File: src/sar_seq_pkg.sv
// Shared constants, states and switch bundle for the SAR conversion sequencer
package sar_seq_pkg;

  localparam int          RESULT_W      = 18;
  localparam logic [4:0]  BIT_COUNT     = 5'h12;
  localparam int          CLK_PERIOD_NS = 5;
  localparam int          ACQ_TIME_NS   = 250;
  // Least time, so round up to whole clock cycles
  localparam int          ACQ_CYC_INT   = (ACQ_TIME_NS + CLK_PERIOD_NS - 1) / CLK_PERIOD_NS;
  localparam logic [7:0]  ACQ_CYCLES    = ACQ_CYC_INT[7:0];
  localparam logic [7:0]  ACQ_CNT_RST   = 8'h00;

  localparam logic [17:0] SB_MIN        = 18'h00000;
  localparam logic [17:0] SB_MAX        = 18'h3FFFF;
  localparam logic [17:0] TC_MIN        = 18'h20000;
  localparam logic [17:0] TC_MAX        = 18'h1FFFF;
  localparam logic [17:0] MSB_ONLY      = 18'h20000;
  localparam logic [17:0] LSB_ONLY      = 18'h00001;
  localparam logic [17:0] RESULT_RST    = 18'h00000;

  typedef enum logic [2:0] {
    ST_ACQ    = 3'h0,
    ST_WAIT   = 3'h1,
    ST_OPEN   = 3'h2,
    ST_GROUND = 3'h3,
    ST_TRIAL  = 3'h4,
    ST_CODE   = 3'h5
  } seq_state_t;

  typedef struct packed {
    logic pos_sample;
    logic neg_sample;
    logic array_to_input;
    logic array_to_ground;
  } switch_ctrl_t;

  // Acquiring: sampling switches closed, arrays on the analog inputs
  localparam switch_ctrl_t SW_ACQUIRE = '{pos_sample: 1'b1, neg_sample: 1'b1,
                                          array_to_input: 1'b1, array_to_ground: 1'b0};
  localparam switch_ctrl_t SW_OPENED  = '{pos_sample: 1'b0, neg_sample: 1'b0,
                                          array_to_input: 1'b1, array_to_ground: 1'b0};
  localparam switch_ctrl_t SW_HELD    = '{pos_sample: 1'b0, neg_sample: 1'b0,
                                          array_to_input: 1'b0, array_to_ground: 1'b1};

endpackage

File: src/sar_bit_trial.sv
// Successive approximation register: one bit trial per clock, MSB first
`timescale 1ns/10ps
`default_nettype none
module sar_bit_trial (
  input  wire logic        ref_clk,
  input  wire logic        srst,
  input  wire logic        load,
  input  wire logic        step,
  input  wire logic        input_above,
  output logic [17:0]      dac_code,
  output logic             last_trial
);

  logic [17:0] code_reg;
  logic [17:0] code_next;
  logic [17:0] probe_reg;
  logic [17:0] probe_next;

  always_comb begin
    code_next  = code_reg;
    probe_next = probe_reg;
    if (load) begin
      code_next  = sar_seq_pkg::MSB_ONLY;
      probe_next = sar_seq_pkg::MSB_ONLY;
    end else if (step && (probe_reg != '0)) begin
      // Keep the trial bit only if the input still sits above the DAC level
      code_next  = (input_above ? code_reg : (code_reg & ~probe_reg)) | (probe_reg >> 1);
      probe_next = probe_reg >> 1;
    end
  end

  always_ff @(posedge ref_clk) begin
    if (srst) begin
      code_reg  <= sar_seq_pkg::RESULT_RST;
      probe_reg <= sar_seq_pkg::RESULT_RST;
    end else begin
      code_reg  <= code_next;
      probe_reg <= probe_next;
    end
  end

  assign dac_code   = code_reg;
  assign last_trial = (probe_reg == sar_seq_pkg::LSB_ONLY);

endmodule // sar_bit_trial
`default_nettype wire

File: src/sar_conversion_sequencer.sv
// Conversion sequencer: acquisition, hold, 18 bit trials, output coding
//
// Contract
// - Conversion starts only after acquisition ends and start input is low.
// - Sampled input freezes on the falling edge of the start input.
// - Open both sampling switches first, then move arrays from inputs to ground.
// - Resolve 18 bits by successive approximation, MSB first.
// - After the last trial form the code and drop busy.
// - Result belongs to the sample just taken; readable when busy falls.
// - Coding select picks binary or two's complement except in 18-bit parallel mode.
// - Straight binary: 00000 at -FS, 20000 at zero, 3FFFF at top.
// - Two's complement: 20000 at -FS, 00000 at zero, 1FFFF at top.
// - Over-range input saturates at 3FFFF binary or 1FFFF two's complement.
// - Under-range input saturates at 00000 binary or 20000 two's complement.
// - Start already low at acquisition end starts at once, else wait for edge.
// - Power-down high lets the current conversion finish, then blocks new ones.
`timescale 1ns/10ps
`default_nettype none
module sar_conversion_sequencer (
  input  wire logic                       ref_clk,
  input  wire logic                       srst,
  input  wire logic                       convert_start_n,
  input  wire logic                       power_down_input,
  input  wire logic                       output_coding_select,
  input  wire logic                       parallel_18_mode,
  input  wire logic                       comparator_above,
  input  wire logic                       over_range,
  input  wire logic                       under_range,
  output logic                            busy,
  output logic [17:0]                     result,
  output logic [17:0]                     dac_code,
  output sar_seq_pkg::switch_ctrl_t       switch_ctrl,
  output logic                            powered_down
);

  // Pin synchronisers: a level counts once the second and third stages agree
  logic [2:0] start_sync_reg;
  logic [2:0] pwdn_sync_reg;
  logic [2:0] coding_sync_reg;
  logic [2:0] mode_sync_reg;
  logic       start_level_reg;
  logic       start_level_next;
  logic       pwdn_level_reg;
  logic       pwdn_level_next;
  logic       coding_level_reg;
  logic       coding_level_next;
  logic       mode_level_reg;
  logic       mode_level_next;
  logic       start_fall;

  function automatic logic agreed(input logic [2:0] sync, input logic level);
    agreed = (sync[1] == sync[2]) ? sync[2] : level;
  endfunction

  always_comb begin
    start_level_next  = agreed(start_sync_reg, start_level_reg);
    pwdn_level_next   = agreed(pwdn_sync_reg, pwdn_level_reg);
    coding_level_next = agreed(coding_sync_reg, coding_level_reg);
    mode_level_next   = agreed(mode_sync_reg, mode_level_reg);
  end

  always_ff @(posedge ref_clk) begin
    if (srst) begin
      start_sync_reg   <= 3'h7;
      pwdn_sync_reg    <= 3'h0;
      coding_sync_reg  <= 3'h0;
      mode_sync_reg    <= 3'h0;
      start_level_reg  <= 1'b1;
      pwdn_level_reg   <= 1'b0;
      coding_level_reg <= 1'b0;
      mode_level_reg   <= 1'b0;
    end else begin
      start_sync_reg   <= {start_sync_reg[1:0], convert_start_n};
      pwdn_sync_reg    <= {pwdn_sync_reg[1:0], power_down_input};
      coding_sync_reg  <= {coding_sync_reg[1:0], output_coding_select};
      mode_sync_reg    <= {mode_sync_reg[1:0], parallel_18_mode};
      start_level_reg  <= start_level_next;
      pwdn_level_reg   <= pwdn_level_next;
      coding_level_reg <= coding_level_next;
      mode_level_reg   <= mode_level_next;
    end
  end

  // Acting on the agreed level, not the raw pin, so the start edge is glitch-safe
  assign start_fall = start_level_reg & ~start_level_next;

  // Sequencer state
  sar_seq_pkg::seq_state_t   state_reg;
  sar_seq_pkg::seq_state_t   state_next;
  logic [7:0]                acq_cnt_reg;
  logic [7:0]                acq_cnt_next;
  logic                      busy_reg;
  logic                      busy_next;
  logic [17:0]               result_reg;
  logic [17:0]               result_next;
  sar_seq_pkg::switch_ctrl_t sw_reg;
  sar_seq_pkg::switch_ctrl_t sw_next;
  logic                      pdn_reg;
  logic                      pdn_next;
  logic                      sar_load;
  logic                      sar_step;
  logic                      sar_last;
  logic [17:0]               sar_code;
  logic                      use_tc;
  logic [17:0]               formed_code;

  sar_bit_trial u_trial (
    .ref_clk     (ref_clk),
    .srst        (srst),
    .load        (sar_load),
    .step        (sar_step),
    .input_above (comparator_above),
    .dac_code    (sar_code),
    .last_trial  (sar_last)
  );

  // The 18-bit parallel bus has no pin left for the select, so binary is forced there
  assign use_tc = coding_level_reg & ~mode_level_reg;

  always_comb begin
    if (over_range) begin
      formed_code = use_tc ? sar_seq_pkg::TC_MAX : sar_seq_pkg::SB_MAX;
    end else if (under_range) begin
      formed_code = use_tc ? sar_seq_pkg::TC_MIN : sar_seq_pkg::SB_MIN;
    end else if (use_tc) begin
      formed_code = {~sar_code[17], sar_code[16:0]};
    end else begin
      formed_code = sar_code;
    end
  end

  always_comb begin
    state_next   = state_reg;
    acq_cnt_next = acq_cnt_reg;
    busy_next    = busy_reg;
    result_next  = result_reg;
    sw_next      = sw_reg;
    sar_load     = 1'b0;
    sar_step     = 1'b0;
    pdn_next     = 1'b0;
    case (state_reg)
      sar_seq_pkg::ST_ACQ: begin
        sw_next = sar_seq_pkg::SW_ACQUIRE;
        if (acq_cnt_reg != '0) begin
          acq_cnt_next = acq_cnt_reg - 8'h01;
        end else if (!start_level_reg && !pwdn_level_reg) begin
          state_next = sar_seq_pkg::ST_OPEN;
          sw_next    = sar_seq_pkg::SW_OPENED;
          busy_next  = 1'b1;
        end else begin
          state_next = sar_seq_pkg::ST_WAIT;
        end
      end
      sar_seq_pkg::ST_WAIT: begin
        pdn_next = pwdn_level_reg;
        if (start_fall && !pwdn_level_reg) begin
          state_next = sar_seq_pkg::ST_OPEN;
          sw_next    = sar_seq_pkg::SW_OPENED;
          busy_next  = 1'b1;
        end
      end
      sar_seq_pkg::ST_OPEN: begin
        state_next = sar_seq_pkg::ST_GROUND;
        sw_next    = sar_seq_pkg::SW_HELD;
      end
      sar_seq_pkg::ST_GROUND: begin
        state_next = sar_seq_pkg::ST_TRIAL;
        sar_load   = 1'b1;
      end
      sar_seq_pkg::ST_TRIAL: begin
        sar_step = 1'b1;
        if (sar_last) begin
          state_next = sar_seq_pkg::ST_CODE;
        end
      end
      sar_seq_pkg::ST_CODE: begin
        // Power-down only ever blocks the next start, so this conversion completes
        result_next  = formed_code;
        busy_next    = 1'b0;
        state_next   = sar_seq_pkg::ST_ACQ;
        acq_cnt_next = sar_seq_pkg::ACQ_CYCLES - 8'h01;
        sw_next      = sar_seq_pkg::SW_ACQUIRE;
      end
      default: begin
        state_next = sar_seq_pkg::ST_ACQ;
        busy_next  = 1'b0;
        sw_next    = sar_seq_pkg::SW_ACQUIRE;
      end
    endcase
  end

  always_ff @(posedge ref_clk) begin
    if (srst) begin
      state_reg   <= sar_seq_pkg::ST_ACQ;
      acq_cnt_reg <= sar_seq_pkg::ACQ_CNT_RST;
      busy_reg    <= 1'b0;
      result_reg  <= sar_seq_pkg::RESULT_RST;
      sw_reg      <= sar_seq_pkg::SW_ACQUIRE;
      pdn_reg     <= 1'b0;
    end else begin
      state_reg   <= state_next;
      acq_cnt_reg <= acq_cnt_next;
      busy_reg    <= busy_next;
      result_reg  <= result_next;
      sw_reg      <= sw_next;
      pdn_reg     <= pdn_next;
    end
  end

  assign busy         = busy_reg;
  assign result       = result_reg;
  assign dac_code     = sar_code;
  assign switch_ctrl  = sw_reg;
  assign powered_down = pdn_reg;

  // Helper: number of trial cycles in the current conversion
  logic [4:0] trial_cnt_reg;
  always_ff @(posedge ref_clk) begin
    if (srst || state_reg == sar_seq_pkg::ST_GROUND) begin
      trial_cnt_reg <= 5'h00;
    end else if (state_reg == sar_seq_pkg::ST_TRIAL) begin
      trial_cnt_reg <= trial_cnt_reg + 5'h01;
    end
  end

  property p_start_on_fall;
    @(posedge ref_clk) disable iff (srst)
    (state_reg == sar_seq_pkg::ST_WAIT && start_fall && !pwdn_level_reg)
      |=> (state_reg == sar_seq_pkg::ST_OPEN && !sw_reg.pos_sample && !sw_reg.neg_sample);
  endproperty
  a_start_on_fall: assert property (p_start_on_fall) else $error("no hold on start edge");
  property p_no_early_start;
    @(posedge ref_clk) disable iff (srst)
    (state_reg == sar_seq_pkg::ST_ACQ && acq_cnt_reg != '0) |=> !busy_reg;
  endproperty
  a_no_early_start: assert property (p_no_early_start) else $error("start during acquisition");
  property p_low_at_end;
    @(posedge ref_clk) disable iff (srst)
    (state_reg == sar_seq_pkg::ST_ACQ && acq_cnt_reg == '0 && !start_level_reg && !pwdn_level_reg)
      |=> state_reg == sar_seq_pkg::ST_OPEN;
  endproperty
  a_low_at_end: assert property (p_low_at_end) else $error("low start not taken at once");
  property p_switch_order;
    @(posedge ref_clk) disable iff (srst)
    $rose(busy_reg) |-> (sw_reg == sar_seq_pkg::SW_OPENED) ##1 (sw_reg == sar_seq_pkg::SW_HELD);
  endproperty
  a_switch_order: assert property (p_switch_order) else $error("switch sequence wrong");
  localparam logic [4:0] BIT_COUNT_L = sar_seq_pkg::BIT_COUNT;
  property p_eighteen_trials;
    @(posedge ref_clk) disable iff (srst)
    (state_reg == sar_seq_pkg::ST_CODE) |-> trial_cnt_reg == BIT_COUNT_L;
  endproperty
  a_eighteen_trials: assert property (p_eighteen_trials) else $error("trial count not 18");
  property p_busy_through;
    @(posedge ref_clk) disable iff (srst)
    $rose(busy_reg) |-> busy_reg [*8];
  endproperty
  a_busy_through: assert property (p_busy_through) else $error("busy dropped early");
  property p_busy_falls;
    @(posedge ref_clk) disable iff (srst)
    (state_reg == sar_seq_pkg::ST_CODE) |=> !busy_reg && result_reg == $past(formed_code);
  endproperty
  a_busy_falls: assert property (p_busy_falls) else $error("result not fresh at busy fall");
  property p_binary_code;
    @(posedge ref_clk) disable iff (srst)
    (state_reg == sar_seq_pkg::ST_CODE && !over_range && !under_range && mode_level_reg)
      |=> result_reg == sar_code;
  endproperty
  a_binary_code: assert property (p_binary_code) else $error("18-bit mode not binary");
  property p_over_sat;
    @(posedge ref_clk) disable iff (srst)
    (state_reg == sar_seq_pkg::ST_CODE && over_range)
      |=> result_reg == ($past(use_tc) ? sar_seq_pkg::TC_MAX : sar_seq_pkg::SB_MAX);
  endproperty
  a_over_sat: assert property (p_over_sat) else $error("over-range not saturated");
  property p_under_sat;
    @(posedge ref_clk) disable iff (srst)
    (state_reg == sar_seq_pkg::ST_CODE && !over_range && under_range)
      |=> result_reg == ($past(use_tc) ? sar_seq_pkg::TC_MIN : sar_seq_pkg::SB_MIN);
  endproperty
  a_under_sat: assert property (p_under_sat) else $error("under-range not saturated");
  property p_power_down_blocks;
    @(posedge ref_clk) disable iff (srst)
    (state_reg == sar_seq_pkg::ST_WAIT && pwdn_level_reg) |=> !busy_reg;
  endproperty
  a_power_down_blocks: assert property (p_power_down_blocks) else $error("start in power-down");

  c_edge_start: cover property (@(posedge ref_clk) disable iff (srst)
    state_reg == sar_seq_pkg::ST_WAIT ##1 state_reg == sar_seq_pkg::ST_OPEN);
  c_tc_result: cover property (@(posedge ref_clk) disable iff (srst)
    state_reg == sar_seq_pkg::ST_CODE && use_tc);
  c_pwdn_wait: cover property (@(posedge ref_clk) disable iff (srst) pdn_reg);

endmodule // sar_conversion_sequencer
`default_nettype wire

File: config.mk
export PLATFORM = sky130hd
export DESIGN_NAME = sar_conversion_sequencer
export DESIGN_NICKNAME = d
export VERILOG_FILES = /design/src/sar_seq_pkg.sv /design/src/sar_bit_trial.sv /design/src/sar_conversion_sequencer.sv
export SDC_FILE = /design/constraint.sdc
export NUM_CORES = 1
export LEC_CHECK = 0
export ABC_CLOCK_PERIOD_IN_PS = 3310
export BUFFER_PORTS_ARGS = -buffer_cell sky130_fd_sc_hd__buf_4
export CORE_UTILIZATION = 60
export DETAILED_ROUTE_END_ITERATION = 6
export PLACE_DENSITY = 0.82
export SYNTH_ARGS = -nofsm -noshare
export SYNTH_HDL_FRONTEND = slang
export SYNTH_HIERARCHICAL = 1
export SYNTH_SLANG_ARGS = --single-unit
File: constraint.sdc
create_clock -name ref_clk -period 3.31 [get_ports ref_clk]
set_input_delay 0.662 -clock ref_clk [delete_from_list [all_inputs] [get_ports ref_clk]]
set_output_delay 0.662 -clock ref_clk [all_outputs]
set_load 0.01 [all_outputs]
==> reports/metrics.yaml, run 1 <==
required_ns: 3.53
route.met2.wl_mm: 3.708
r2r-start: "state_reg[2]"
clock_latency_ns: 0.35
rows: 27
fmax_ghz: 0.4893
core-area_um2: 5540
placedCellCount: 487
yosysUniqueCellTypes: 55
synth-async-reset-ratio_pct: 0
drive_above_1_share_pct: 20.42
cts_resized: 0
firstDrtPassIters: 4
wl_per_cell_um: 15.31
nets: 437
synthXorXnorAreaFrac_pct: 0.5023
avgSynthCellArea_um2: 8.987
hp-start: "start_sync_reg[0]"
cts_tree: "done"
grt_max_degree: 57
total_power_mw: 2.541
p_leak_nw: 1.601
clockBufferDepth: 2
finalSetupViolCount: 0
yosys.area_share.simple_pct: 23.39
setup_ws_ns: 1.266
syn_nets: 399
overflow: 0
status: "finished clean"
first_global_vias: 2643
clock-sinks: 86
syn_area_um2: 3487
dr_wl_met3_um: 426
synth.yosys.seq_area_share_pct: 49.37
n_antenna_cell: 0
r2r-end: "u_trial/dac_code[17]"
hold_path_depth: 1
remaining_drc_errors: 0
synth_top_family_by_area: "simple AND/OR/NAND/NOR gates"
grt_first_pass_wirelength_mm: 12.60
crit_fanout: 18
routed_wl_mm: 7.699
die-area_um2: 6121
reg2reg_slack_ns: 1.27
seq_area_um2: 1722
clockRootBuffer: "clkbuf_8"
ys_warn_count: 6
syn_to_final_growth_pct: 17.55
post-route-min-period_ns: 2.044
startpoint_type: "register"
period_share_pct: 61.75
drv_cap: 0
track_usage_pct: 26.61
worst_pin_slew_ns: 0.5895
synthMuxAreaShare_pct: 4.055
rsz0062_at_grt: "false"
die_w_um: 78.24
drt_iter0_drc: 216
rr_worst_depth: 7
end_kind: "register"
initial_core_util_pct: 62.94
chipHeight_um: 78.24
ir_drop_mv: 0.5090
ys_seq_elements: 86
holdWs_ns: 0.4198
worst_clock_skew_ns: 0.008865
hold-path-endpoint: "start_sync_reg[1]"
gp_congestion: 0.7993
ctsHtreeMaxLevel: 3
top_layer: "met4"
maxSlewViolCount: 0
nFillCells: 432
worstPathArrival_ns: 2.26
ys.flop_type: "dfxtp_1"
multi_input_area_um2: 1619
path_clk_slew_ns: 0.09
synth_fa_ha_area_share_pct: 0.7176
vias_per_cell: 5.726
power_density_nw_per_um2: 620.0
numCtsBuffers: 9
drt-met1-wl_mm: 3.466
antenna_left: 0
port_buffers: 50
hold_class: "register to register"
slew_headroom_pct: 60.55
dp_hpwl_mm: 5.139
stdcell_count: 503
synth-compound-area-share_pct: 17.76
crit_type: "register to register"
synth_edf_count: 0
fin_setup_tns_ns: 0
grt_antenna_before_repair: 0
cts-hold-fix-buffers: 0
postCtsSetupBuffers: 0
vias: 2880
place_ws_ns: 1.320
io_pins: 51
synthCells: 388
hold_viol: 0
## how the worst max path moves through the flow
stage / from / end / slack [ns]
final: state_reg[2] / u_trial/dac_code[17] / 1.27
after global routing: state_reg[2] / u_trial/dac_code[17] / 1.04
after CTS: state_reg[2] / u_trial/dac_code[17] / 1.29
after detailed placement: state_reg[2] / u_trial/dac_code[13] / 1.32
after global placement: u_trial/probe_reg[1] / state_reg[0] / 1.34
after floorplan: state_reg[2] / u_trial/dac_code[10] / 1.55
## metrics by stage
step,utilization [%],cell area (um^2)
final,73.98,4099
after global routing,73.98,4099
after CTS,73.98,4099
after detailed placement,69.58,3855
after global placement,69.58,3855
after floorplan,-,3487
## report_power, final
group / internal [mW] / switching (mW) / leakage, nW
sequential: 1.09 / 0.0788 / 0.697
combinational: 0.239 / 0.256 / 0.782
clock: 0.508 / 0.371 / 0.121
total: 1.84 / 0.706 / 1.60
## critical path, cell delays in order, from the launching register on
cell     delay, ns
dfxtp_1       0.66
nand2_1       0.13
inv_1         0.39
nor2b_1       0.20
buf_4         0.24
nand2_1       0.08
a21oi_1       0.14
nor2_1        0.06
## kinds of logic after synthesis
logic type,count (synthesis)
simple gates,155
xor+xnor,2
buf+inv,33
fa+ha+maj,2
flops,86
mux,14
compound gates,96
## cells in the mapped netlist (2+ instances only)
library cell / instances / area (um^2)
o21ai_1: 2 / 10.01
ha_1: 2 / 25.02
nand4_1: 2 / 12.51
inv_1: 6 / 22.52
nor4_1: 5 / 31.28
o21bai_1: 2 / 15.01
mux2i_1: 13 / 130.1
nand3_1: 14 / 70.07
o21ai_0: 20 / 100.1
clkbuf_1: 15 / 56.30
or3_1: 3 / 18.77
nor3_1: 3 / 15.01
nor2_1: 31 / 116.4
nor2b_1: 12 / 75.07
nand2_1: 51 / 191.4
or2b_1: 4 / 30.03
buf_2: 8 / 40.04
nand2b_1: 4 / 25.02
a21oi_1: 37 / 185.2
nor3_2: 2 / 20.02
dfxtp_1: 86 / 1722
nand3b_1: 5 / 37.54
xnor2_1: 2 / 17.52
or2_2: 6 / 37.54
a211oi_1: 22 / 165.2
or4_4: 2 / 22.52
## cells in the final DEF (no fill, tap or decap), drive strengths merged, types with 6 or more instances in the layout
master | netlist | final
nor2b | 12 | 12
or2 | 7 | 7
mux2i | 13 | 13
inv | 6 | 8
a211oi | 24 | 24
clkbuf | 16 | 10
nor4 | 6 | 6
dfxtp | 86 | 86
nor2 | 31 | 31
a21oi | 37 | 37
buf | 10 | 53
nand3 | 14 | 14
nand2 | 51 | 51
o21ai | 23 | 23
## layout make-up
cell class / instances / area share, %
repair buffers: 53 / 9.707
clock inverters: 6 / 2.839
flip-flops and latches: 86 / 42.00
well taps: 72 / 2.198
inverters: 7 / 0.6410
clock buffers: 10 / 3.114
multi-input cells: 269 / 39.50
## metal layers
layer / track usage [%] / vias to the layer above
li1: - / 1439
met1: 34.12 / 1359
met2: 43.25 / 72
met3: 7.674 / 10
met4: 8.148 / 0
met5: 0 / -
No activity file was read; power rests on OpenSTA's default activity.
==> run 2, diff against run 1 <==
- ABC_CLOCK_PERIOD_IN_PS: 3310 -> 1700
- CORE_UTILIZATION: 60 -> 51
- PLACE_DENSITY: 0.82 -> 0.74
- clock period: 3.31 -> 1.7 ns (I/O delays scaled with it)
==> run 2 against run 1 <==
Net effect:
- the run now ends with DRC, setup timing left
- via count grew 3.8%
- total power increased by 95%
- register-to-register slack lost 1.3 ns
- critical endpoint is now state_reg[0]
- final cell count grew 6.4%
==> reports/metrics.yaml, run 2 (same netlist as run 1, synthesis figures left out) <==
clockRootBuffer: "clkbuf_8"
final_core_util_pct: 67.28  # -6.7 points
p_seq_share_pct: 45.7  # -0.2 points
hp-start: "convert_start_n"
chipHeight_um: 84.69  # +8.3%
rr_worst_depth: 7  # unchanged
clock-sinks: 86  # unchanged
setup_ws_ns: -0.009858  # -1.276 ns
crit_fanout: 2  # -16
core-area_um2: 6459  # +17%
io_pins: 51  # unchanged
final_common_cell: "dfxtp_1"
switching_share_pct: 29.33  # +1.5 points
hold_path_depth: 2  # +1
path_clk_slew_ns: 0.09  # about the same
placedCellCount: 514  # +5.5%
crit_type: "register to register"
intPower_mw: 3.497  # +91%
final_cell_mix: "84 x dfxtp_1, 78 x buf_4, 51 x nand2_1"
holdWs_ns: 0.1858  # -0.2340 ns
firstDrtPassIters: 6  # +2
track_usage_pct: 23.62  # -3.0 points
combPwrFrac_pct: 24.5  # +5.0 points
overflow: 0  # unchanged
reg2reg_slack_ns: -0.01  # -1.28 ns
clock_latency_ns: 0.35  # about the same
n_antenna_cell: 0  # unchanged
status: "finished with violations"
wl_per_cell_um: 15.14  # -1.1%
r2r-start: "u_trial/probe_reg[11]"
worstPathArrival_ns: 2.00  # -0.26 ns
r2r-end: "state_reg[0]"
clockBufferDepth: 2  # unchanged
rsz0062_at_grt: "true"
port_buffers: 50  # unchanged
fin_setup_tns_ns: -0.009858  # -0.009858 ns
initial_core_util_pct: 53.99  # -8.9 points
slew_headroom_pct: 73.19  # +13 points
hold_class: "primary input to register"
period_share_pct: 100.6  # +39 points
ctsHtreeMaxLevel: 3  # unchanged
p_leak_nw: 1.742  # +8.9%
total_power_mw: 4.949  # +95%
worst_pin_slew_ns: 0.3965  # -0.1930 ns
dp_hpwl_mm: 5.631  # +9.6%
remaining_drc_errors: 2  # +2
hold-path-endpoint: "start_sync_reg[0]"
rows: 29  # +7.4%
gp_congestion: 0.8383  # +4.9%
end_kind: "register"
dpl-instance-area_um2: 4051  # +5.1%
numCtsBuffers: 9  # unchanged
hold_viol: 0  # unchanged
clkPwrFrac_pct: 29.8  # -4.8 points
worst_clock_skew_ns: 0.008762  # -0.0001030 ns
drt_iter0_drc: 131  # -39%
power_density_nw_per_um2: 1139  # +84%
first_global_vias: 2769  # +4.8%
ir_drop_mv: 0.6097  # +20%
maxSlewViolCount: 0  # unchanged
grt_max_degree: 37  # -35%
drv_cap: 0  # unchanged
antenna_left: 0  # unchanged
stdcell_count: 535  # +6.4%
violations: "DRC, setup timing"
critPathLaunch: "u_trial/probe_reg[11]"
startpoint_type: "register"
drive_above_1_share_pct: 27.73  # +7.3 points
place_ws_ns: -0.1951  # -1.515 ns
syn_to_final_growth_pct: 24.61
stdcell_area_um2: 4345  # +6.0%
cts_tree: "done"
routed_wl_mm: 8.098  # +5.2%
grt_antenna_before_repair: 0  # unchanged
grt_first_pass_wirelength_mm: 13.26  # +5.3%
p_switching_mw: 1.451  # +110%
nets: 464  # +6.2%
required_ns: 1.99  # -1.54 ns
die_w_um: 84.69  # +8.3%
finalSetupViolCount: 1  # +1
fmax_ghz: 0.5848  # +20%
post-route-min-period_ns: 1.710  # -0.3341 ns
vias: 2990  # +3.8%
vias_per_cell: 5.589  # -2.4%
die-area_um2: 7172  # +17%
==> run 2: per-layer routing <==
layer | routed length, um | global-route usage [%]
met1 | 3718 | 30.39
met2 | 3980 | 39.54
met3 | 282 | 5.113
met4 | 116 | 7.858
met5 | 0 | 0
==> run 2: repair_timing <==
action	4_1_cts	5_1_grt
setup endpoints to repair	2	24
buffers inserted	2	3
endpoints found under the hold margin	0	0
pin swaps	3	7
resized for setup	2	12
hold buffers	0	0
==> run 2: critical path, stage by stage, from the launching register on <==
cell      delay, ns
dfxtp_2        0.35
nor4_4         0.30
nand4_1        0.18
nor4_2         0.27
nand2b_1       0.10
a221oi_2       0.21
o21ai_1        0.09
a21oi_1        0.14
==> run 2: power groups by stage <==
stage / clock network, mW / logic [mW] / registers [mW]
CTS: 1.49 / 1.08 / 2.24
floorplan: 0 / 0.811 / 2.26
finish: 1.47 / 1.21 / 2.26
detailed placement: 0 / 1.04 / 2.29
global placement: 0 / 1.00 / 2.29
global route: 1.60 / 1.33 / 2.27
==> run 2: worst max path at each step <==
stage	to	slack [ns]
floorplan	u_trial/dac_code[10]	0.009
global placement	state_reg[0]	-0.23
detailed placement	state_reg[0]	-0.20
CTS	acq_cnt_reg[4]	0.004
global route	state_reg[0]	-0.12
finish	state_reg[0]	-0.01
==> run 2: layout make-up <==
type                            instances  area, um^2
Multi-Input combinational cell        269        1667
Inverter                                7       26.28
Tap cell                               77       96.34
Fill cell                             536        2113
Sequential cell                        86        1724
Timing Repair Buffer                   80       625.6
Clock inverter                          6       68.82
Clock buffer                           10       137.6
==> run 3, diff against run 2 <==
- HOLD_SLACK_MARGIN: unset -> 0.02
- REMOVE_ABC_BUFFERS: unset -> 1
==> run 3 against run 2 <==
Net effect:
- the flow now finishes without violations
- critical endpoint unchanged
- die area is the same
- first-iteration DRC count is 79% higher
- largest cell class unchanged
- critical path type unchanged
- design area fell by 0.52%
- final cell count is 0.75% lower
==> reports/metrics.yaml, run 3 (same netlist as run 1, synthesis figures left out) <==
path_clk_slew_ns: 0.09  # about the same
cp_cell_sequence: "nor4_4 > nand4_1 > nor4_2 > nand2b_1 > a221oi_2 > o21ai_1 > a21oi_1"
cp.depth: 7  # unchanged
nFillCells: 519  # -3.2%
intPower_mw: 3.415  # -2.4%
firstDrtPassIters: 7  # +1
chipHeight_um: 84.69  # unchanged
vias: 2960  # -1.0%
nets: 460  # -0.86%
required_ns: 1.99  # about the same
n_antenna_cell: 0  # unchanged
multi_input_area_um2: 1674  # +0.45%
worst_clock_skew_ns: 0.006598  # -0.002164 ns
first_global_vias: 2704  # -2.3%
ctsHtreeMaxLevel: 3  # unchanged
r2r-end: "state_reg[0]"
port_buffers: 50  # unchanged
clkPwrFrac_pct: 30.0  # +0.2 points
cts_tree: "done"
place_ws_ns: -0.05478  # +0.1403 ns
drv_cap: 0  # unchanged
p_leak_nw: 1.730  # -0.71%
dp_hpwl_mm: 5.132  # -8.9%
final_core_util_pct: 66.93  # -0.35 points
gp_congestion: 0.8206  # -2.1%
holdWs_ns: 0.1622  # -0.02354 ns
p_seq_share_pct: 46.6  # +0.9 points
fmax_ghz: 0.6017  # +2.9%
period_share_pct: 97.76  # -2.8 points
status: "finished clean"
overflow: 0  # unchanged
hold_class: "primary input to register"
end_kind: "register"
setup_ws_ns: 0.03807  # +0.04793 ns
r2r-start: "u_trial/probe_reg[11]"
grt_antenna_before_repair: 0  # unchanged
final_cell_mix: "82 x dfxtp_1, 73 x buf_4, 51 x nand2_1"
clock_latency_ns: 0.36  # about the same
vias_per_cell: 5.574  # -0.26%
crit_fanout: 2  # unchanged
switching_share_pct: 29.15  # -0.18 points
rows: 29  # unchanged
rr_worst_depth: 7  # unchanged
worstPathArrival_ns: 1.95  # -0.05 ns
endpoint: "state_reg[0]"
clockRootBuffer: "clkbuf_8"
antenna_left: 0  # unchanged
remaining_drc_errors: 0  # -2
ir_drop_mv: 0.6415  # +5.2%
hold_viol: 0  # unchanged
worst_pin_slew_ns: 0.4377  # +0.04122 ns
die-area_um2: 7172  # unchanged
numCtsBuffers: 9  # unchanged
clock-sinks: 86  # unchanged
die_w_um: 84.69  # unchanged
drive_above_1_share_pct: 26.43  # -1.3 points
syn_to_final_growth_pct: 23.97
cp_slowest_cell: "dfxtp_2"
startpoint_type: "register"
critPathLaunch: "u_trial/probe_reg[11]"
routed_wl_mm: 7.733  # -4.5%
combPwrFrac_pct: 23.4  # -1.1 points
core-area_um2: 6459  # unchanged
track_usage_pct: 22.44  # -1.2 points
io_pins: 51  # unchanged
rsz0062_at_grt: "true"
p_switching_mw: 1.405  # -3.2%
final_common_cell: "dfxtp_1"
postCtsSetupBuffers: 0  # -2
initial_core_util_pct: 53.99  # unchanged
clockBufferDepth: 2  # unchanged
path_delay_family: "simple AND/OR/NAND/NOR gates"
crit_type: "register to register"
max_stage_delay_ns: 0.34  # about the same
wl_per_cell_um: 14.56  # -3.8%
finalSetupViolCount: 0  # -1
slew_headroom_pct: 70.41  # -2.8 points
crit_buf_inv: 0  # unchanged
drt_iter0_drc: 234  # +79%
post-route-min-period_ns: 1.662  # -0.04793 ns
power_density_nw_per_um2: 1115  # -2.1%
grt_max_degree: 29  # -22%
reg2reg_slack_ns: 0.04  # +0.05 ns
maxSlewViolCount: 0  # unchanged
grt_first_pass_wirelength_mm: 12.83  # -3.2%
seq_area_um2: 1727  # +0.15%
[run 3: cell types whose count changed in the layout (fill, tap and decap cells not counted), sizes merged]
cell | previous run | this run
clkinv | 4 | 2
clkbuf | 10 | 12
buf | 80 | 76
[run 3: final cells by class]
class / instances / share of cell area (%)
Clock buffer: 12 / 3.357
Inverter: 7 / 0.6078
Clock inverter: 4 / 1.274
Sequential cell: 86 / 39.94
Tap cell: 77 / 2.229
Timing Repair Buffer: 76 / 13.86
Multi-Input combinational cell: 269 / 38.73
[run 3: how the worst min path moves through the flow]
stage,start,cells after the start,end
final,convert_start_n,2,start_sync_reg[0]
after CTS,convert_start_n,2,start_sync_reg[0]
after global routing,convert_start_n,2,start_sync_reg[0]
after global placement,start_sync_reg[0],1,start_sync_reg[1]
after detailed placement,start_sync_reg[0],1,start_sync_reg[1]
after floorplan,start_sync_reg[0],1,start_sync_reg[1]
[run 3: stage by stage]
stage,area [um^2],setup TNS (ns),power [mW],instances
floorplan,3367,-12.01,3.031,362
global placement,4059,0,3.319,515
detailed placement,4059,-0.05478,3.356,515
CTS,4278,0,4.791,531
global route,4323,-0.1463,5.065,531
finish,4323,0,4.819,531
[run 3: timing repair]
action / in CTS / in global routing
resized for setup: 3 / 12
hold buffers: 0 / 0
cloned: 0 / 0
endpoints found under the setup margin: 1 / 16
pin swaps: 2 / 6
[run 3: power groups by stage]
| stage | Sequential [mW] | Combinational, mW | Clock (mW) |
|---|---|---|---|
| after floorplan | 2.28 | 0.748 | 0 |
| after global placement | 2.28 | 1.04 | 0 |
| after detailed placement | 2.28 | 1.07 | 0 |
| after CTS | 2.24 | 1.08 | 1.48 |
| after global routing | 2.26 | 1.23 | 1.57 |
| final | 2.25 | 1.13 | 1.44 |
[run 3: per-layer routing]
| metal | share of wire, % | track usage [%] | up-vias |
|---|---|---|---|
| met5 | 0 | 0 | - |
| met4 | 1.2 | 6.780 | 0 |
| met3 | 4.1 | 6.686 | 10 |
| met2 | 48 | 35.55 | 59 |
| met1 | 47 | 29.63 | 1414 |
| li1 | - | - | 1477 |
[run 3: worst register-to-register path: stages, from the launching register on]
cell and delay, ns:
dfxtp_2 0.34, nor4_4 0.27, nand4_1 0.19, nor4_2 0.27, nand2b_1 0.11, a221oi_2 0.21
o21ai_1 0.10, a21oi_1 0.12
